`src/core/asc_consts.vh`:
```
/*
 * constants of the axis sensor / stop configuration block:
 * register offsets, configuration field positions, reset values, timing.
 * assumes a 25 MHz system clock and a byte-addressed 32-bit register port.
 */
`ifndef ASC_CONSTS_VH
`define ASC_CONSTS_VH

// --------------------------------------------------------------
// register offsets
// --------------------------------------------------------------
`define ASC_ADDR_W          8
`define ASC_REG_CFG         8'h00
`define ASC_REG_OPMODE      8'h04
`define ASC_REG_STATUS      8'h08

// --------------------------------------------------------------
// configuration register fields
// --------------------------------------------------------------
`define ASC_CFG_LIMIT_STOP  3
`define ASC_CFG_SLOW_ACTION 4
`define ASC_CFG_SLOW_LATCH  5
`define ASC_CFG_SLOW_POL    6
`define ASC_CFG_HOME_POL    7
`define ASC_CFG_FAULT_STOP  8
`define ASC_CFG_FAULT_POL   9
`define ASC_CFG_CLR_ABRUPT  10
`define ASC_CFG_CLR_HOMING  11
`define ASC_CFG_WIDTH_LSB   12
`define ASC_CFG_WIDTH_MSB   14
`define ASC_CFG_MASK        32'h00007ff8
`define ASC_CFG_RESET       32'h00000000

// --------------------------------------------------------------
// operation code register
// --------------------------------------------------------------
`define ASC_OP_W            7
`define ASC_OP_RESET        7'h00
`define ASC_OP_FEED_LIMIT   7'h20
`define ASC_OP_FEED_MASK    7'h77

// --------------------------------------------------------------
// status register fields
// --------------------------------------------------------------
`define ASC_ST_LIMIT_POS    0
`define ASC_ST_LIMIT_NEG    1
`define ASC_ST_SLOW         2
`define ASC_ST_HOME         3
`define ASC_ST_FAULT        4
`define ASC_ST_EMERG        5
`define ASC_ST_SLOW_LATCH   6
`define ASC_ST_CLEAR        7
`define ASC_ST_LIMIT_END    8
`define ASC_ST_STATE_LSB    12

// --------------------------------------------------------------
// clear pulse timing
// --------------------------------------------------------------
// sized so every cycle product stays exactly counter wide
`define ASC_CLK_MHZ         16'h0019
`define ASC_CLR_W0_US       16'h000c
`define ASC_CLR_W1_US       16'h0066
`define ASC_CLR_W2_US       16'h0199
`define ASC_CLR_W3_US       16'h0640
`define ASC_CLR_W0_CYC      (`ASC_CLK_MHZ * `ASC_CLR_W0_US)
`define ASC_CLR_W1_CYC      (`ASC_CLK_MHZ * `ASC_CLR_W1_US)
`define ASC_CLR_W2_CYC      (`ASC_CLK_MHZ * `ASC_CLR_W2_US)
`define ASC_CLR_W3_CYC      (`ASC_CLK_MHZ * `ASC_CLR_W3_US)
`define ASC_CLR_CNT_W       16

`endif

```
`src/core/asc_clear_pulse.v`:
```
/*
 * timed pulse generator for the deviation clear output.
 * assumes trig is a one-cycle pulse on clk and width is at least 1.
 */
`timescale 1ns/1ns
`default_nettype none

`include "asc_consts.vh"

module asc_clear_pulse (
	input  wire                        clk,
	input  wire                        resetn,
	input  wire                        trig,
	input  wire [`ASC_CLR_CNT_W-1:0]   width,
	output reg                         pulse_r
);

	reg [`ASC_CLR_CNT_W-1:0] cnt_r;

	// --------------------------------------------------------------
	// counter
	// --------------------------------------------------------------
	// a new trigger reloads, so an overlapping event stretches the pulse
	always @(posedge clk or negedge resetn) begin
		if (!resetn) begin
			cnt_r   <= {`ASC_CLR_CNT_W{1'b0}};
			pulse_r <= 1'b0;
		end else if (trig) begin
			cnt_r   <= width - {{(`ASC_CLR_CNT_W-1){1'b0}}, 1'b1};
			pulse_r <= 1'b1;
		end else if (cnt_r != {`ASC_CLR_CNT_W{1'b0}}) begin
			cnt_r   <= cnt_r - {{(`ASC_CLR_CNT_W-1){1'b0}}, 1'b1};
		end else begin
			pulse_r <= 1'b0;
		end
	end

endmodule

`default_nettype wire

```
`src/core/asc_axis_stop.v`:
```
/*
 * per-axis sensor and stop configuration logic: sensor synchronisers,
 * polarity, slowdown latch, stop decisions and the deviation clear pulse.
 * assumes a profile generator drives START, MOVING, DIR and HOME_DONE on CLK
 * and obeys STOP_NOW, STOP_DECEL and SLOW_REQ; sensor pins are asynchronous.
 */
// Design decisions made here: the address map and the address-and-strobe port.
// Overview of operation
// - configuration bit 4 makes an active slowdown input only slow the axis (0) or slow and halt it (1).
// - with bit 5 set, a short slowdown input is latched and keeps acting after it goes away.
// - starting an axis operation while the slowdown input is inactive clears the slowdown latch.
// - with bit 5 clear, the slowdown latch is held cleared.
// - bit 6 sets the active level of the slowdown input, 0 low and 1 high.
// - bit 7 sets the active level of the home sensor, 0 low and 1 high.
// - bit 8 makes an active drive fault stop the axis at once (0) or decelerate it (1).
// - bit 9 sets the active level of the drive fault input, 0 low and 1 high.
// - with bit 10 set, an immediate stop by either limit, a drive fault or emergency emits a clear pulse.
// - a decelerating stop never emits the automatic clear pulse.
// - in feed-to-limit mode the limit is a normal end, yet an immediate stop there still pulses.
// - with bit 11 set, each completed homing emits a clear pulse.
// - bits 12 to 14 pick the clear pulse width: 12 us, 102 us, 409 us or 1.6 ms.
`timescale 1ns/1ns
`default_nettype none

`include "asc_consts.vh"

module asc_axis_stop #(
	parameter [`ASC_CLR_CNT_W-1:0] CLR_W2_CYC = `ASC_CLR_W2_CYC,
	parameter [`ASC_CLR_CNT_W-1:0] CLR_W3_CYC = `ASC_CLR_W3_CYC
) (
	input  wire                    CLK,
	input  wire                    RESETN,
	input  wire [`ASC_ADDR_W-1:0]  ADDR,
	input  wire [31:0]             WDATA,
	input  wire                    WR,
	input  wire                    RD,
	output reg  [31:0]             RDATA,
	input  wire                    LIMIT_POS_IN,
	input  wire                    LIMIT_NEG_IN,
	input  wire                    SLOWDOWN_IN,
	input  wire                    HOME_SENSOR_IN,
	input  wire                    DRIVE_FAULT_IN,
	input  wire                    EMERGENCY_IN,
	input  wire                    START,
	input  wire                    MOVING,
	input  wire                    DIR,
	input  wire                    HOME_DONE,
	output reg                     STOP_NOW,
	output reg                     STOP_DECEL,
	output reg                     SLOW_REQ,
	output reg                     HOME_ACTIVE,
	output reg                     LIMIT_END,
	output wire                    DEVIATION_CLEAR
);

	// --------------------------------------------------------------
	// stop tracker states
	// --------------------------------------------------------------
	localparam [3:0] ST_IDLE  = 4'h1;
	localparam [3:0] ST_RUN   = 4'h2;
	localparam [3:0] ST_DECEL = 4'h4;
	localparam [3:0] ST_HALT  = 4'h8;

	// sensor vector order
	localparam SN_LP = 0;
	localparam SN_LN = 1;
	localparam SN_SD = 2;
	localparam SN_HM = 3;
	localparam SN_FT = 4;
	localparam SN_EM = 5;

	// --------------------------------------------------------------
	// functions
	// --------------------------------------------------------------
	function pol_apply;
		input raw;
		input pol;
		begin
			pol_apply = pol ? raw : ~raw;
		end
	endfunction

	function [`ASC_CLR_CNT_W-1:0] width_sel;
		input [2:0] code;
		input [`ASC_CLR_CNT_W-1:0] w2;
		input [`ASC_CLR_CNT_W-1:0] w3;
		begin
			case (code)
				3'h0:    width_sel = `ASC_CLR_W0_CYC;
				3'h1:    width_sel = `ASC_CLR_W1_CYC;
				3'h2:    width_sel = w2;
				default: width_sel = w3;
			endcase
		end
	endfunction

	// --------------------------------------------------------------
	// declarations
	// --------------------------------------------------------------
	reg  [31:0]             cfg_r;
	reg  [`ASC_OP_W-1:0]    op_r;
	reg  [5:0]              s1_r;
	reg  [5:0]              s2_r;
	reg  [5:0]              s3_r;
	reg  [5:0]              raw_r;
	reg                     slow_latch_r;
	reg                     slow_latch_nxt;
	reg  [3:0]              state_r;
	reg  [3:0]              state_nxt;
	reg                     moving_q_r;
	reg                     stop_now_nxt;
	reg                     stop_decel_nxt;
	reg                     clr_trig_nxt;
	reg                     limit_end_nxt;
	reg  [31:0]             rd_nxt;
	wire                    lim_pos_act;
	wire                    lim_neg_act;
	wire                    slow_act;
	wire                    home_act;
	wire                    fault_act;
	wire                    emerg_act;
	wire                    slow_eff;
	wire                    lim_hit;
	wire                    feed_to_limit;
	wire                    moving_fell;
	wire                    imm_cause;
	wire                    dec_cause;
	wire [`ASC_CLR_CNT_W-1:0] clr_width;

	// --------------------------------------------------------------
	// register port
	// --------------------------------------------------------------
	always @(posedge CLK or negedge RESETN) begin
		if (!RESETN) begin
			cfg_r <= `ASC_CFG_RESET;
			op_r  <= `ASC_OP_RESET;
		end else if (WR) begin
			if (ADDR == `ASC_REG_CFG) begin
				cfg_r <= WDATA & `ASC_CFG_MASK;
			end
			if (ADDR == `ASC_REG_OPMODE) begin
				op_r <= WDATA[`ASC_OP_W-1:0];
			end
		end
	end

	// read data stand only in the cycle after the strobe
	always @* begin
		rd_nxt = 32'h00000000;
		if (RD) begin
			case (ADDR)
				`ASC_REG_CFG:    rd_nxt = cfg_r;
				`ASC_REG_OPMODE: rd_nxt = {25'h0, op_r};
				`ASC_REG_STATUS: begin
					rd_nxt[`ASC_ST_LIMIT_POS]  = lim_pos_act;
					rd_nxt[`ASC_ST_LIMIT_NEG]  = lim_neg_act;
					rd_nxt[`ASC_ST_SLOW]       = slow_act;
					rd_nxt[`ASC_ST_HOME]       = home_act;
					rd_nxt[`ASC_ST_FAULT]      = fault_act;
					rd_nxt[`ASC_ST_EMERG]      = emerg_act;
					rd_nxt[`ASC_ST_SLOW_LATCH] = slow_latch_r;
					rd_nxt[`ASC_ST_CLEAR]      = DEVIATION_CLEAR;
					rd_nxt[`ASC_ST_LIMIT_END]  = LIMIT_END;
					rd_nxt[`ASC_ST_STATE_LSB+3:`ASC_ST_STATE_LSB] = state_r;
				end
				default: rd_nxt = 32'h00000000;
			endcase
		end
	end

	always @(posedge CLK or negedge RESETN) begin
		if (!RESETN) begin
			RDATA <= 32'h00000000;
		end else begin
			RDATA <= rd_nxt;
		end
	end

	// --------------------------------------------------------------
	// sensor synchronisers
	// --------------------------------------------------------------
	// third stage filters: a level counts once stages two and three agree
	always @(posedge CLK or negedge RESETN) begin
		if (!RESETN) begin
			s1_r  <= 6'h00;
			s2_r  <= 6'h00;
			s3_r  <= 6'h00;
			raw_r <= 6'h00;
		end else begin
			s1_r <= {EMERGENCY_IN, DRIVE_FAULT_IN, HOME_SENSOR_IN,
				SLOWDOWN_IN, LIMIT_NEG_IN, LIMIT_POS_IN};
			s2_r <= s1_r;
			s3_r <= s2_r;
			raw_r <= (s2_r & s3_r) | (~(s2_r ^ s3_r) & s3_r) | ((s2_r ^ s3_r) & raw_r);
		end
	end

	// --------------------------------------------------------------
	// polarity
	// --------------------------------------------------------------
	// limits and emergency have fixed active-high sense here
	assign lim_pos_act = raw_r[SN_LP];
	assign lim_neg_act = raw_r[SN_LN];
	assign emerg_act   = raw_r[SN_EM];
	assign slow_act    = pol_apply(raw_r[SN_SD], cfg_r[`ASC_CFG_SLOW_POL]);
	assign home_act    = pol_apply(raw_r[SN_HM], cfg_r[`ASC_CFG_HOME_POL]);
	assign fault_act   = pol_apply(raw_r[SN_FT], cfg_r[`ASC_CFG_FAULT_POL]);

	// --------------------------------------------------------------
	// slowdown latch
	// --------------------------------------------------------------
	always @* begin
		slow_latch_nxt = slow_latch_r;
		if (!cfg_r[`ASC_CFG_SLOW_LATCH]) begin
			slow_latch_nxt = 1'b0;
		end else if (slow_act) begin
			slow_latch_nxt = 1'b1;
		end else if (START) begin
			slow_latch_nxt = 1'b0;
		end
	end

	always @(posedge CLK or negedge RESETN) begin
		if (!RESETN) begin
			slow_latch_r <= 1'b0;
		end else begin
			slow_latch_r <= slow_latch_nxt;
		end
	end

	assign slow_eff = slow_act | slow_latch_r;

	// --------------------------------------------------------------
	// stop causes
	// --------------------------------------------------------------
	// only the limit in the direction of travel can stop the axis
	assign lim_hit       = DIR ? lim_pos_act : lim_neg_act;
	assign feed_to_limit = (op_r & `ASC_OP_FEED_MASK) == `ASC_OP_FEED_LIMIT;
	assign moving_fell   = moving_q_r & ~MOVING;

	assign imm_cause = emerg_act
		| (fault_act & ~cfg_r[`ASC_CFG_FAULT_STOP])
		| (lim_hit & ~cfg_r[`ASC_CFG_LIMIT_STOP]);
	assign dec_cause = (fault_act & cfg_r[`ASC_CFG_FAULT_STOP])
		| (lim_hit & cfg_r[`ASC_CFG_LIMIT_STOP])
		| (slow_eff & cfg_r[`ASC_CFG_SLOW_ACTION]);

	// --------------------------------------------------------------
	// stop tracker
	// --------------------------------------------------------------
	// an immediate cause overrides a deceleration already under way
	always @* begin
		state_nxt      = state_r;
		stop_now_nxt   = 1'b0;
		stop_decel_nxt = 1'b0;
		clr_trig_nxt   = 1'b0;
		limit_end_nxt  = LIMIT_END;
		if (START) begin
			limit_end_nxt = 1'b0;
		end
		case (state_r)
			ST_IDLE: begin
				if (START) begin
					state_nxt = ST_RUN;
				end
			end
			ST_RUN, ST_DECEL: begin
				if (imm_cause) begin
					state_nxt    = ST_HALT;
					stop_now_nxt = 1'b1;
					// limit end in feed-to-limit mode still pulses
					clr_trig_nxt = cfg_r[`ASC_CFG_CLR_ABRUPT];
					limit_end_nxt = feed_to_limit & lim_hit;
				end else if (state_r == ST_RUN && dec_cause) begin
					// no clear pulse on a decelerating stop
					state_nxt      = ST_DECEL;
					stop_decel_nxt = 1'b1;
					limit_end_nxt  = feed_to_limit & lim_hit;
				end else if (moving_fell) begin
					state_nxt = ST_IDLE;
				end
			end
			ST_HALT: begin
				if (!MOVING && !START) begin
					state_nxt = ST_IDLE;
				end
			end
			default: state_nxt = ST_IDLE;
		endcase
		if (HOME_DONE && cfg_r[`ASC_CFG_CLR_HOMING]) begin
			clr_trig_nxt = 1'b1;
		end
	end

	always @(posedge CLK or negedge RESETN) begin
		if (!RESETN) begin
			state_r     <= ST_IDLE;
			moving_q_r  <= 1'b0;
			STOP_NOW    <= 1'b0;
			STOP_DECEL  <= 1'b0;
			SLOW_REQ    <= 1'b0;
			HOME_ACTIVE <= 1'b0;
			LIMIT_END   <= 1'b0;
		end else begin
			state_r     <= state_nxt;
			moving_q_r  <= MOVING;
			STOP_NOW    <= stop_now_nxt;
			STOP_DECEL  <= stop_decel_nxt;
			SLOW_REQ    <= slow_eff;
			HOME_ACTIVE <= home_act;
			LIMIT_END   <= limit_end_nxt;
		end
	end

	// --------------------------------------------------------------
	// deviation clear pulse
	// --------------------------------------------------------------
	// codes above 3 are undefined; they fall back to the longest width
	assign clr_width = width_sel(cfg_r[`ASC_CFG_WIDTH_MSB:`ASC_CFG_WIDTH_LSB],
		CLR_W2_CYC, CLR_W3_CYC);

	reg clr_trig_r;

	always @(posedge CLK or negedge RESETN) begin
		if (!RESETN) begin
			clr_trig_r <= 1'b0;
		end else begin
			clr_trig_r <= clr_trig_nxt;
		end
	end

	asc_clear_pulse u_clear (
		.clk     (CLK),
		.resetn  (RESETN),
		.trig    (clr_trig_r),
		.width   (clr_width),
		.pulse_r (DEVIATION_CLEAR)
	);

endmodule

`default_nettype wire

```
`config.mk`:
```
export PLATFORM = sky130hd
export DESIGN_NAME = asc_axis_stop
export DESIGN_NICKNAME = d
export VERILOG_FILES = /design/src/core/asc_clear_pulse.v /design/src/core/asc_axis_stop.v
export VERILOG_INCLUDE_DIRS = /design/src /design/src/core
export SDC_FILE = /design/constraint.sdc
export NUM_CORES = 1
export LEC_CHECK = 0
export BUFFER_PORTS_ARGS = -buffer_cell sky130_fd_sc_hd__clkbuf_2
export CORE_MARGIN = 3
export CORE_UTILIZATION = 38
export CTS_CLUSTER_DIAMETER = 150
export DETAILED_ROUTE_END_ITERATION = 8
export GPL_TIMING_DRIVEN = 0
export SYNTH_ARGS = -nofsm -noshare
export SYNTH_HDL_FRONTEND = slang
export SYNTH_HIERARCHICAL = 1
export SYNTH_SLANG_ARGS = --single-unit
```
`constraint.sdc`:
```
create_clock -name CLK -period 2.9 [get_ports CLK]
set_input_delay 0.435 -clock CLK [delete_from_list [all_inputs] [get_ports CLK]]
set_output_delay 0.435 -clock CLK [all_outputs]
set_load 0.02 [all_outputs]
```
; ---- Yosys cells after proc, flatten, opt, wreduce, memory -nomap -nowiden
; Index checks and enable logic that the tools add are counted.
[word_totals]
ff_bits = 104
output_inout_bits = 38
[op_classes]
bitwise = 25
n_addsub = 2
muxes = 34
reduce_logical = 13
eq_ne = 14
[op_table]
columns = operator, count
row1 = $mux W16, 3
row2 = $pmux W16 S3, 1
row3 = $sub A16 B1 Y16 const B, 2
row4 = $pmux W9 S3, 1
row5 = $mux W1, 21
row6 = $mux W4, 5
row7 = $and A6 B6 Y6, 3
row8 = $reduce_bool A16 Y1, 1
row9 = $or A6 B6 Y6, 2
row10 = $pmux W4 S3, 1
row11 = $eq A8 B3 Y1 const B, 1
row12 = $eq A8 B4 Y1 const B, 1
row13 = $logic_not A8 Y1, 1
row14 = $pmux W4 S2, 1
row15 = $and A1 B1 Y1, 7
row16 = $eq A6 B5 Y1 const B, 1
row17 = $ne A2 B2 Y1 const B, 3
row18 = $not A1 Y1, 6
row19 = $not A6 Y6, 1
row20 = $xor A6 B6 Y6, 1
row21 = $or A1 B1 Y1, 5
row22 = $eq A4 B1 Y1 const B, 1
row23 = $eq A4 B2 Y1 const B, 1
row24 = $eq A4 B3 Y1 const B, 1
row25 = other kinds (13), 17

; ---- Depth between registers and ports, before layout
; Gate-level depths: netlist (run 1).
[depth]
word_depth = 9
ltp_mapped = 10
ltp_nobuf = 8

; ---- Modules after synthesis
; The synthesis (run 1) kept the hierarchy.
[modules_own_cells]
columns = module, area_per_inst_um2, n_inst, seq_area_each_um2, cells_per_inst
row1 = asc_axis_stop, 2949.1, 1, 1778.0, 224
row2 = asc_clear_pulse, 1176.1, 1, 425.4, 126

; ---- Worst setup path after synthesis (run 1)
; OpenSTA, ideal clock, no wires.
[synth_path]
kind = register to register
from = register cfg_r[12]
to = register u_clear.cnt_r[15]
synth_period_minus_slack_ns = 2.423
t_arrival_ns = 2.290
slack_ns = 0.477
setup_time_ns = 0.133
path_stages_with_launch = 9
cell_sequence = dfrtp_1 or2_2 nor2_1 inv_1 or3b_1 a222oi_1 nand2_1 nor3_1 nor3b_2
[synth_via]
elab_chain_cells = 4
elab_cells_between_ends = 6
classes_between = add/sub: 1 / eq/ne: 2 / mux: 2 / reduce/logical: 1
[synth_rtl]
columns = item, line
row1 = start: declaration, asc_axis_stop.v:100  ; reg [31:0] cfg_r;
row2 = start signal: assignment, asc_axis_stop.v:135  ; cfg_r <= `ASC_CFG_RESET;
row3 = start signal: assignment, asc_axis_stop.v:139  ; cfg_r <= WDATA & `ASC_CFG_MASK;
row4 = $eq A3 B2 Y1 (tied with other cells), asc_axis_stop.v:88  ; case (code)
row5 = $pmux W16 S3 (*), asc_axis_stop.v:88
row6 = named net clr_width[11], asc_axis_stop.v:128  ; wire [`ASC_CLR_CNT_W-1:0] clr_width;
row7 = $sub A16 B1 Y16 (*), asc_clear_pulse.v:29  ; cnt_r <= width - {{(`ASC_CLR_CNT_W-1){1'b0}}, 1'b1};
row8 = $mux W16 (*), asc_clear_pulse.v:28  ; end else if (trig) begin
row9 = end signal: assignment, asc_clear_pulse.v:26  ; cnt_r <= {`ASC_CLR_CNT_W{1'b0}};
row10 = end signal: assignment, asc_clear_pulse.v:29
row11 = end signal: assignment, asc_clear_pulse.v:32  ; cnt_r <= cnt_r - {{(`ASC_CLR_CNT_W-1){1'b0}}, 1'b1};
row12 = end: declaration, asc_clear_pulse.v:18  ; reg [`ASC_CLR_CNT_W-1:0] cnt_r;
; The timed path passes the listed nets; every way through them passes the cells marked *.
; A chain may end at the register's enable or synchronous reset.

; ---- Final worst setup path (run 1)
[layout_path]
from = register clr_trig_r
to = register u_clear.cnt_r[12]
[layout_via]
elab_chain_cells = 1
elab_cells_between_ends = 2
classes_between = mux: 1 / reduce/logical: 1
[layout_rtl]
columns = item, line
row1 = start: declaration, asc_axis_stop.v:322  ; reg clr_trig_r;
row2 = start signal: assignment, asc_axis_stop.v:328  ; clr_trig_r <= clr_trig_nxt;
row3 = $mux W16 / $reduce_bool A2 Y1 (equally long branches), n/a
; Several ways; a longest one is shown, not always the timed one.

==> results by group, run 1 <==
Clock tree
  • CTS tree: yes
  • Clock Latency Late Sink: 0.36 ns
  • Inserted Clock Buffers: 9
  • Hold buffers post-CTS: 0
  • Clock root cell: clkbuf_8
  • CTS H-Tree Depth: 3
  • Longest Clk Path Bufs: 2
  • Clock tree sinks: 88
  • Clock transition at path regs: 0.09 ns

Cells and area
  • P&R area growth vs syn: 18.80%
  • Share of cells above drive strength 1: 30.84%
  • # nets final: 497
  • N_diodes: 0

Drt
  • DR vias: 2817
  • Final ANT Viol Nets: 0
  • Vias per inst: 4.882
  • Starting DRT DRC Count: 111
  • Routed WL: 8414 µm
  • Pre-Repair DR Iteration Count: 6
  • Wire per inst: 14.58 µm
  • DRC violations left: 0

Power
  • PnR Total Power: 3296 µW
  • Lkg Pwr: 0.002394 µW
  • Cell Pwr Density: 672.6 mW/mm²
  • Worst vdd ir: 0.0002830 V

Critical path
  • Worst-path maximum fanout: 10
  • Required @ worst endpoint: 3.15 ns
  • Worst r2r dst: u_clear/cnt_r[12]
  • WP data arrival: 2.97 ns
  • Startpoint Class: register
  • Crit path from: clr_trig_r
  • Setup slack, reg-to-reg: 0.18 ns
  • CP Class: reg2reg
  • FF-to-FF path depth: 10
  • Critical path capture point type: register
  • RR Startpoint: clr_trig_r

Floorplan
  • Die ar.: 0.01214 mm²
  • Initial Util: 39.43%
  • Num rows: 37
  • IO Pins: 92
  • Core area: 0.01046 mm²
  • DIE WIDTH: 110.2 µm
  • Die Ht: 110.2 µm

Synthesis
  • Ys async rst share: 100.0%
  • Cell variety after synth: 58
  • Ys flop type: dfrtp_1
  • Synthesized area per cell: 11.79 µm²
  • Post-Synth Adder-Cell Area: 2.123%
  • Post-synth EDFFs: 0
  • Gate Count Post-Synth: 350
  • Post-Synth Simple-Gate Area: 15.53%
  • Synth area leaders: dfrtp_1 53%, mux2i_1 6.6%, nor2_1 4.0%, mux2_4 3.6%, buf_4 3.1%
  • Compound-Gate Fraction of Synth Area: 6.824%
  • Mux contribution to synthesized area: 13.19%
  • Post-synthesis sequential area ratio: 53.41%
  • Synthesis Warnings: 6
  • Post-synth top area share: 52.78%
  • Largest family of logic cells by synthesized area: simple AND/OR/NAND/NOR gates
  • Synthesized flop and latch total: 88
  • Biggest area consumer among synthesized cells: dfrtp_1
  • Post-synthesis xor/xnor area fraction: 3.609%
  • Most frequent cell after synthesis: dfrtp_1
  • Post-Syn Area: 0.004125 mm²
  • Most common library cells after synthesis: 87 x dfrtp_1, 44 x nor2_1, 27 x mux2i_1, 17 x buf_4, 11 x mux2_2

Flow run
  • Maxcap violations: 0

Worst hold path
  • Min-delay worst type: in2async

Timing
  • Final number of hold-violating endpoints: 0
  • Clock skew: 0.01010 ns
  • Fmax: 367.8 MHz
  • Unrepaired setup endpoints after global routing: false
  • Final min period: 2.719 ns
  • Final worst path period share: 93.75%
  • Worst slew pin tran: 0.7273 ns
  • Worst setup margin: 0.1814 ns
  • # setup viols final: 0
  • Final TNS setup: 0 ns
  • Relative slew slack: 51.51%
  • Slew Viols, Final: 0

GRT
  • Total track usage: 15.14%
  • GR Overflow Total: 0
  • Number of global-route vias before repair: 2896
  • Largest net degree at the start of global routing: 50
  • First-pass GRT wire length: 14020 µm
  • Initial antenna violation count: 0

Run status
  • Outcome: completed

Placement
  • Setup WS pre-CTS: 0.05525 ns
  • Final GP Congestion: 0.8544
  • Detailed Place HPWL: 6073 µm
  • Buffers on Ports: 57
## power breakdown
group | switching [µW] | internal, µW | leakage [µW]
Combinational | 440 | 374 | 0.00116
Sequential | 152 | 1420 | 0.00113
Clock | 463 | 452 | 0.000106
## cells in the final DEF (no fill, tap or decap), drive strengths merged, types with 6 or more instances in the layout
cell / count
conb: 17
dfrtp: 87
xor2: 8
mux2i: 27
nor3: 8
nand2: 9
nor2: 44
a21oi: 10
mux2: 21
or3: 7
xnor2: 9
a21o: 8
nand3: 6
buf: 24
clkbuf: 73
ha: 7
inv: 9
## flip-flops by register name (all words and copies together) (netlist names)
name             count
RDATA               16
u_clear/cnt_r       16
cfg_r               12
op_r                 7
raw_r                6
s1_r                 6
s2_r                 6
s3_r                 6
state_r              4
HOME_ACTIVE          1
LIMIT_END            1
SLOW_REQ             1
STOP_DECEL           1
STOP_NOW             1
clr_trig_r           1
moving_q_r           1
slow_latch_r         1
u_clear/pulse_r      1
## repair_timing
action	in CTS	in global routing
hold endpoints to repair	0	0
gates resized for setup	0	3
endpoints found under the setup margin	0	9
setup buffers	0	1
## stage by stage
| stage | instance area (µm²) | instances | hold slack, ns | utilization [%] |
|---|---|---|---|---|
| 4_1_cts | 4886 | 576 | 0.09701 | 46.70 |
| 2_1_floorplan | 4185 | 366 | 0.1394 | - |
| 6_report | 4901 | 577 | 0.08569 | 46.84 |
| 3_5_place_dp | 4671 | 560 | 0.3347 | 44.64 |
| 5_1_grt | 4901 | 577 | 0.1178 | 46.84 |
| 3_3_place_gp | 4641 | 559 | 0.3332 | 44.36 |
## worst max-delay path, stage by stage, from the launching register on
cell,delay [ns]
dfrtp_1,0.38
buf_6,0.14
buf_2,0.24
clkbuf_4,0.28
clkbuf_4,0.26
mux2i_1,0.24
ha_1,0.27
nand3_1,0.23
a211oi_1,0.34
xor2_1,0.18
nor2_1,0.05
## final cells by class
| type | instances | area (µm²) |
|---|---|---|
| Tap cell | 136 | 170.2 |
| Clock buffer | 11 | 151.4 |
| Inverter | 8 | 30.03 |
| Sequential cell | 88 | 2203 |
| Multi-Input combinational cell | 243 | 1769 |
| Fill cell | 1016 | 5562 |
| Timing Repair Buffer | 59 | 322.8 |
| Clock inverter | 5 | 63.81 |
| Buffer | 27 | 190.2 |
## routing by layer
| layer | GRT usage (%) | vias up | wire length (µm) |
|---|---|---|---|
| met3 | 3.669 | 14 | 462 |
| met1 | 19.52 | 1368 | 3675 |
| met4 | 5.541 | 0 | 121 |
| met2 | 24.83 | 67 | 4155 |
| li1 | - | 1368 | - |
| met5 | 0 | - | 0 |
## cell families (layout without fill, tap and decap cells)
kind of cell,count (synthesis),count (layout)
other,1,17
XOR/XNOR,17,17
adder cells (fa/ha/maj),7,7
buffers and inverters,35,110
multiplexers,48,48
AO/OA/AOI/OAI,41,41
AND/OR/NAND/NOR,113,113
flip-flops,88,88
## worst max-delay path by stage
| stage | endpoint | cells after the start |
|---|---|---|
| finish | u_clear/cnt_r[12] | 10 |
| global route | u_clear/cnt_r[11] | 9 |
| CTS | u_clear/cnt_r[11] | 8 |
| detailed placement | u_clear/cnt_r[15] | 8 |
| global placement | u_clear/cnt_r[11] | 8 |
| floorplan | u_clear/cnt_r[15] | 8 |
Power figures use the tool's default switching activity.
==> run 2: changes to the inputs <==
- CELL_PAD_IN_SITES_DETAIL_PLACEMENT: default -> 2
- CELL_PAD_IN_SITES_GLOBAL_PLACEMENT: default -> 2
- CORE_UTILIZATION: 38 -> 35
- PLACE_DENSITY_LB_ADDON: default -> 0.3
==> run 2 against run 1 <==
Against the previous run: combinational power increased by 6.8%; total power rose by 14%; die area rose by 8.1%; maximum frequency rose by 1.6%; sequential power barely moved; sequential share of layout area fell by 1.3 points; largest cell class unchanged.
==> results by group, run 2 (synthesis gave the netlist of run 1 again) <==
Timing
  • Final min period: 2.675 ns (was 2.719 ns)
  • Relative slew slack: 47.06% (was 51.51%)
  • Unrepaired setup endpoints after global routing: false (unchanged)
  • Final worst path period share: 92.24% (was 93.75%)
  • Fmax: 373.8 MHz (was 367.8 MHz)
  • Worst slew pin tran: 0.7941 ns (was 0.7273 ns)
  • Final number of hold-violating endpoints: 0 (unchanged)
  • Clock skew: 0.003687 ns (was 0.01010 ns)
  • # setup viols final: 0 (unchanged)
  • Slew Viols, Final: 0 (unchanged)

Placement
  • Detailed Place HPWL: 7891 µm (was 6073 µm)
  • Final GP Congestion: 0.8065 (was 0.8544)
  • Placed Area: 0.004679 mm² (was 0.004671 mm²)
  • Buffers on Ports: 57 (unchanged)
  • Dpl cells: 567 (was 560)

Critical path
  • FF-to-FF path depth: 9 (was 10)
  • Crit path from: cfg_r[12] (was clr_trig_r)
  • Worst path cell trace: or2_2 > nor2_1 > or2_2 > or3b_1 > a222oi_1 > buf_4 > nand2_1 > nor3_1 > nor3b_2 (was buf_6 > buf_2 > clkbuf_4 > clkbuf_4 > mux2i_1 > ha_1 > nand3_1 > a211oi_1 > xor2_1 > nor2_1)
  • WP data arrival: 2.89 ns (was 2.97 ns)
  • Worst-path maximum fanout: 8 (was 10)
  • Worst Setup EP: u_clear/cnt_r[15] (was u_clear/cnt_r[12])
  • Worst r2r dst: u_clear/cnt_r[15] (was u_clear/cnt_r[12])
  • Startpoint Class: register (unchanged)
  • Crit-path most repeated cell: or2_2 (was clkbuf_4)
  • RR Startpoint: cfg_r[12] (was clr_trig_r)
  • Slowest stage cell, crit path: or3b_1 (was dfrtp_1)
  • Critical path capture point type: register (unchanged)
  • Critical path's largest stage delay: 0.44 ns (was 0.38 ns)
  • Setup slack, reg-to-reg: 0.23 ns (was 0.18 ns)
  • Required @ worst endpoint: 3.11 ns (was 3.15 ns)
  • CP Class: reg2reg (unchanged)

Clock tree
  • Clock root cell: clkbuf_16 (was clkbuf_8)
  • CTS tree: yes (unchanged)
  • Clock Latency Late Sink: 0.34 ns (was 0.36 ns)
  • CTS H-Tree Depth: 3 (unchanged)
  • Longest Clk Path Bufs: 2 (unchanged)
  • Hold buffers post-CTS: 0 (unchanged)
  • Inserted Clock Buffers: 9 (unchanged)
  • Clock transition at path regs: 0.06 ns (was 0.09 ns)
  • Clock tree sinks: 88 (unchanged)

Flow run
  • Maxcap violations: 0 (unchanged)

Drt
  • Final ANT Viol Nets: 0 (unchanged)
  • Pre-Repair DR Iteration Count: 4 (was 6)
  • DRC violations left: 0 (unchanged)
  • Starting DRT DRC Count: 128 (was 111)
  • Routed WL: 11040 µm (was 8414 µm)
  • Vias per inst: 5.015 (was 4.882)
  • DR vias: 2934 (was 2817)
  • Wire per inst: 18.87 µm (was 14.58 µm)

Floorplan
  • Initial Util: 35.97% (was 39.43%)
  • IO Pins: 92 (unchanged)
  • DIE WIDTH: 114.6 µm (was 110.2 µm)
  • Num rows: 39 (was 37)
  • Die Ht: 114.6 µm (was 110.2 µm)
  • Die ar.: 0.01313 mm² (was 0.01214 mm²)
  • Core area: 0.01147 mm² (was 0.01046 mm²)

Cells and area
  • Final core occ: 44.00% (was 46.84%)
  • Fillers: 1197 (was 1016)
  • Most common cell after layout, fill and taps aside: dfrtp_1 (unchanged)
  • # nets final: 498 (was 497)
  • Biggest regs: RDATA (16), u_clear/cnt_r (16), cfg_r (12) (unchanged)
  • Sequential cell area: 0.002203 mm² (unchanged)
  • Multi-input gate area: 0.001780 mm² (was 0.001769 mm²)
  • Commonest cells after routing, fill and taps aside: 87 x dfrtp_1, 57 x clkbuf_2, 43 x nor2_1 (unchanged)
  • Final non-filler cell total: 585 (was 577)
  • Share of cells above drive strength 1: 31.45% (was 30.84%)
  • P&R area growth vs syn: 22.32% (was 18.80%)
  • N_diodes: 0 (unchanged)
  • Final Cell Area: 0.005046 mm² (was 0.004901 mm²)

Power
  • Lkg Pwr: 0.002455 µW (was 0.002394 µW)
  • Worst vdd ir: 0.0003157 V (was 0.0002830 V)
  • Cell Pwr Density: 744.4 mW/mm² (was 672.6 mW/mm²)

GRT
  • GR Overflow Total: 0 (unchanged)
  • Number of global-route vias before repair: 3398 (was 2896)
  • Largest net degree at the start of global routing: 50 (unchanged)
  • Initial antenna violation count: 0 (unchanged)
  • First-pass GRT wire length: 18040 µm (was 14020 µm)
  • Total track usage: 18.03% (was 15.14%)

Run status
  • Outcome: completed (unchanged)

Worst hold path
  • Min-delay worst type: in2async (unchanged)
## run 2: changes by cell type in the layout (fill, tap and decap cells not counted), moves of 2 or more
cell / change
clkbuf_16: +9
buf_4: +3
clkbuf_8: -9
clkbuf_4: -2
## run 2: worst min-delay path by stage
stage                 start                to  cells after the start
floorplan            RESETN       HOME_ACTIVE                      0
finish               RESETN  u_clear/cnt_r[6]                      1
detailed placement  s1_r[2]           s2_r[2]                      0
CTS                  RESETN  u_clear/cnt_r[6]                      1
global route         RESETN  u_clear/cnt_r[6]                      1
global placement    s1_r[3]           s2_r[3]                      0
## run 2: area by class of cell
type / instances / area share (%)
inverters: 8 / 0.5951
flip-flops and latches: 88 / 43.66
well taps: 143 / 3.546
repair buffers: 60 / 6.546
clock buffers: 12 / 5.083
clock inverters: 4 / 1.513
multi-input cells: 243 / 35.28
plain buffers: 27 / 3.769
## run 2: worst max-delay path, delay by kind of cell (launching register included)
family,cells,cell delay [ns]
AO/OA/AOI/OAI,1,0.32
AND/OR/NAND/NOR,7,1.64
flip-flops,1,0.42
buffers and inverters,1,0.18
## run 2: metrics by stage
step	worst slack (ns)	hold WS (ns)	setup TNS [ns]	power [µW]
6_report	0.2251	0.1202	0	3756
5_1_grt	0.008763	0.1621	0	3988
4_1_cts	0.01393	0.1417	0	3784
3_5_place_dp	-0.1760	0.3362	-0.3156	2452
3_3_place_gp	-0.009887	0.3329	-0.009887	2398
2_1_floorplan	0.4766	0.1394	0	2175
## run 2: timing repair
action / in CTS / in global routing
buffers inserted: 2 / 0
endpoints found under the hold margin: 0 / 0
endpoints found under the setup margin: 5 / 9
pin swaps: 1 / 0
resized for setup: 1 / 6
## run 2: power by group
part           leakage, µW  switching (µW)  internal (µW)
registers          0.00113             167           1420
clock network     0.000159             498            804
logic              0.00117             486            383
total              0.00246            1150           2610
## run 2: routing by layer
layer	GRT usage, %	part of all wire (%)	up-vias
met5	0	0	-
met4	6.968	1.7	0
met3	2.643	2.0	13
met2	32.67	55	41
met1	21.37	42	1515
li1	-	-	1365
==> run 3: changes to the inputs <==
- ABC_AREA: default -> 1
- CORE_UTILIZATION: 35 -> 34
- clock period: 2.9 -> 3.3 ns (I/O delays scaled with it)
==> run 3 against run 2 <==
Against the previous run: total power decreased by 18%; worst setup slack improved by 0.83 ns; worst hold slack improved by 0.074 ns; sequential power decreased by 19%; combinational power decreased by 8.9%; largest cell class unchanged; largest power group unchanged; highest routed layer unchanged.
==> results by group, run 3 <==
Run status
  • Outcome: completed (unchanged)

Timing
  • Worst slew pin tran: 0.8113 ns (was 0.7941 ns)
  • Slew Viols, Final: 0 (unchanged)
  • Final min period: 2.250 ns (was 2.675 ns)
  • Fmax: 444.5 MHz (was 373.8 MHz)
  • Relative slew slack: 45.41% (was 47.06%)
  • Final number of hold-violating endpoints: 0 (unchanged)
  • Clock skew: 0.006195 ns (was 0.003687 ns)
  • Final TNS setup: 0 ns (unchanged)
  • Final worst path period share: 68.17% (was 92.24%)
  • # setup viols final: 0 (unchanged)
  • Unrepaired setup endpoints after global routing: false (unchanged)

Critical path
  • Worst-path maximum fanout: 5 (was 8)
  • Crit path max-delay family: simple AND/OR/NAND/NOR gates (unchanged)
  • Slowest stage cell, crit path: dfrtp_1 (was or3b_1)
  • Required @ worst endpoint: 3.52 ns (was 3.11 ns)
  • WP data arrival: 2.47 ns (was 2.89 ns)
  • CP bufs+invs: 4 (was 1)
  • Crit-path most repeated cell: nand2_1 (was or2_2)
  • CP Class: reg2reg (unchanged)
  • Worst path cell trace: inv_1 > nand2_1 > nor2_1 > inv_1 > nand2_1 > nor2_1 > inv_1 > nand2_1 > o21ai_1 > nor2_2 > nand2_1 > inv_1 > nand3_1 > nand2_1 > nand2_1 > nor2_1 (was or2_2 > nor2_1 > or2_2 > or3b_1 > a222oi_1 > buf_4 > nand2_1 > nor3_1 > nor3b_2)
  • Startpoint Class: register (unchanged)
  • Critical path capture point type: register (unchanged)
  • Critical path's largest stage delay: 0.38 ns (was 0.44 ns)

GRT
  • Total track usage: 20.16% (was 18.03%)
  • GR Overflow Total: 0 (unchanged)
  • Largest net degree at the start of global routing: 46 (was 50)
  • Initial antenna violation count: 0 (unchanged)
  • Number of global-route vias before repair: 4357 (was 3398)
  • First-pass GRT wire length: 22250 µm (was 18040 µm)

Power
  • Cell Pwr Density: 590.6 mW/mm² (was 744.4 mW/mm²)
  • Lkg Pwr: 0.002830 µW (was 0.002455 µW)
  • Flop pwr share: 41.4% (was 42.2%)
  • Sw frac: 33.76% (was 30.64%)
  • PnR Total Power: 3097 µW (was 3756 µW)
  • P_int: 2052 µW (was 2605 µW)
  • Clock network power share: 33.1% (was 34.7%)
  • Worst vdd ir: 0.0002367 V (was 0.0003157 V)
  • P_sw: 1046 µW (was 1151 µW)
  • Combinational Power Share: 25.6% (was 23.1%)

Floorplan
  • Num rows: 40 (was 39)
  • Die Ht: 119.3 µm (was 114.6 µm)
  • Core area: 0.01226 mm² (was 0.01147 mm²)
  • Initial Util: 35.62% (was 35.97%)
  • IO Pins: 92 (unchanged)
  • Die ar.: 0.01424 mm² (was 0.01313 mm²)
  • DIE WIDTH: 119.3 µm (was 114.6 µm)

Synthesis
  • Synthesis Warnings: 6 (unchanged)
  • Most frequent cell after synthesis: nand2_1 (was dfrtp_1)
  • Synthesized flop and latch total: 88 (unchanged)
  • Biggest area consumer among synthesized cells: dfrtp_1 (unchanged)
  • Synth area leaders: dfrtp_1 50%, nand2_1 12%, inv_1 6.4%, nor2_1 4.9%, buf_4 3.1% (was dfrtp_1 53%, mux2i_1 6.6%, nor2_1 4.0%, mux2_4 3.6%, buf_4 3.1%)
  • Synthesized area per cell: 8.273 µm² (was 11.79 µm²)
  • Post-synth EDFFs: 0 (unchanged)
  • Post-synthesis sequential area ratio: 50.44% (was 53.41%)
  • Ys async rst share: 100.0% (unchanged)
  • Ys flop type: dfrtp_1 (unchanged)
  • Cell variety after synth: 39 (was 58)
  • Post-synth top area share: 49.84% (was 52.78%)
  • Post-Syn Area: 0.004368 mm² (was 0.004125 mm²)
  • Most common library cells after synthesis: 138 x nand2_1, 87 x dfrtp_1, 75 x inv_1, 57 x nor2_1, 23 x nand3_1 (was 87 x dfrtp_1, 44 x nor2_1, 27 x mux2i_1, 17 x buf_4, 11 x mux2_2)
  • Gate Count Post-Synth: 528 (was 350)

Clock tree
  • Clock Latency Late Sink: 0.35 ns (was 0.34 ns)
  • Clock root cell: clkbuf_16 (unchanged)
  • Longest Clk Path Bufs: 2 (unchanged)
  • CTS H-Tree Depth: 3 (unchanged)
  • CTS tree: yes (unchanged)
  • Clock tree sinks: 88 (unchanged)
  • Inserted Clock Buffers: 9 (unchanged)
  • Post-CTS sizing: 0 (was 1)
  • Hold buffers post-CTS: 0 (unchanged)
  • Post-CTS Setup Bufs: 0 (was 2)
  • Clock transition at path regs: 0.06 ns (about the same)

Flow run
  • Maxcap violations: 0 (unchanged)

Cells and area
  • Commonest cells after routing, fill and taps aside: 138 x nand2_1, 87 x dfrtp_1, 75 x inv_1 (was 87 x dfrtp_1, 57 x clkbuf_2, 43 x nor2_1)
  • N_diodes: 0 (unchanged)
  • Most common cell after layout, fill and taps aside: nand2_1 (was dfrtp_1)
  • Final Cell Area: 0.005244 mm² (was 0.005046 mm²)
  • Share of cells above drive strength 1: 21.81% (was 31.45%)
  • Final core occ: 42.77% (was 44.00%)
  • # nets final: 675 (was 498)
  • P&R area growth vs syn: 20.05% (was 22.32%)
  • Biggest regs: RDATA (16), u_clear/cnt_r (16), cfg_r (12) (unchanged)

Drt
  • Wire per inst: 17.02 µm (was 18.87 µm)
  • Pre-Repair DR Iteration Count: 4 (unchanged)
  • Routed WL: 13400 µm (was 11040 µm)
  • DR vias: 3745 (was 2934)
  • Final ANT Viol Nets: 0 (unchanged)
  • DRC violations left: 0 (unchanged)
  • Vias per inst: 4.759 (was 5.015)
  • Starting DRT DRC Count: 128 (unchanged)

Placement
  • Buffers on Ports: 58 (was 57)
  • Final GP Congestion: 0.8015 (was 0.8065)
  • Placed Area: 0.004959 mm² (was 0.004679 mm²)
  • Detailed Place HPWL: 10070 µm (was 7891 µm)

Worst hold path
  • Min-delay worst type: in2async (unchanged)
-- run 3: cell count changes after synthesis, sizes merged, moves of 7 or more --
cell,before,now
nand3,6,26
mux2,21,0
nand4,0,8
or3,7,0
xor2,8,1
o21ai,5,28
xnor2,9,1
nand2,9,153
inv,8,78
nor2,44,68
mux2i,27,0
a21oi,10,18
-- run 3: area by class of cell --
class	count	area (µm²)
clock buffer	13	240.2
buffer	24	192.7
multi-input combinational	353	1733
inverter	79	299.0
timing repair buffer	59	320.3
tap	168	210.2
clock inverter	3	45.04
fill	1416	7018
sequential	88	2203
-- run 3: worst paths after layout --
check	cells after the start	start	slack, ns	endpoint
min in group CLK	1	DRIVE_FAULT_IN	0.25	s1_r[4]
setup reg to reg	16	cfg_r[14]	1.05	u_clear/cnt_r[9]
hold / removal	1	RESETN	0.19	op_r[5]
hold reg to reg	0	s1_r[3]	0.35	s2_r[3]
setup / recovery	16	cfg_r[14]	1.05	u_clear/cnt_r[9]
max in group asynchronous	2	RESETN	2.40	state_r[0]
-- run 3: through the flow --
stage               setup WS, ns  std cells  hold WS (ns)
CTS                        1.021        787        0.2072
finish                     1.050        787        0.1941
floorplan                  1.623        544        0.1994
global placement          0.6656        770        0.3329
global route              0.7384        787        0.2259
detailed placement         1.056        771        0.3396
-- run 3: layer usage --
layer | part of all wire [%] | GRT usage, % | up-vias
met1 | 42 | 23.61 | 1880
met5 | 0 | 0 | -
li1 | - | - | 1785
met3 | 3.2 | 3.989 | 12
met2 | 53 | 36.95 | 68
met4 | 1.4 | 6.299 | 0
-- run 3: power groups by stage --
stage	combinational, µW	sequential, µW	clock (µW)
after floorplan	549	1290	0
after CTS	803	1280	1050
after global placement	734	1290	0
after global routing	907	1300	1100
final	792	1280	1020
after detailed placement	786	1300	0
-- run 3: cell families after synthesis --
logic type	Yosys count	share of synthesized area, %
and+or+nand+nor	268	27.96
buffers and inverters	103	11.26
DFF	88	50.44
AOI/OAI and AO/OA	59	7.849
adders and majority gates	7	2.005
xor gates and xnor gates	2	0.4011
other	1	0.08585
-- run 3: worst register-to-register path: stages (launching register included) --
cell and delay [ns]:
dfrtp_1 0.38, inv_1 0.11, nand2_1 0.17, nor2_1 0.24, inv_1 0.11, nand2_1 0.14
nor2_1 0.08, inv_1 0.18, nand2_1 0.08, o21ai_1 0.15, nor2_2 0.08, nand2_1 0.09
inv_1 0.06, nand3_1 0.06, nand2_1 0.05, nand2_1 0.09, nor2_1 0.05
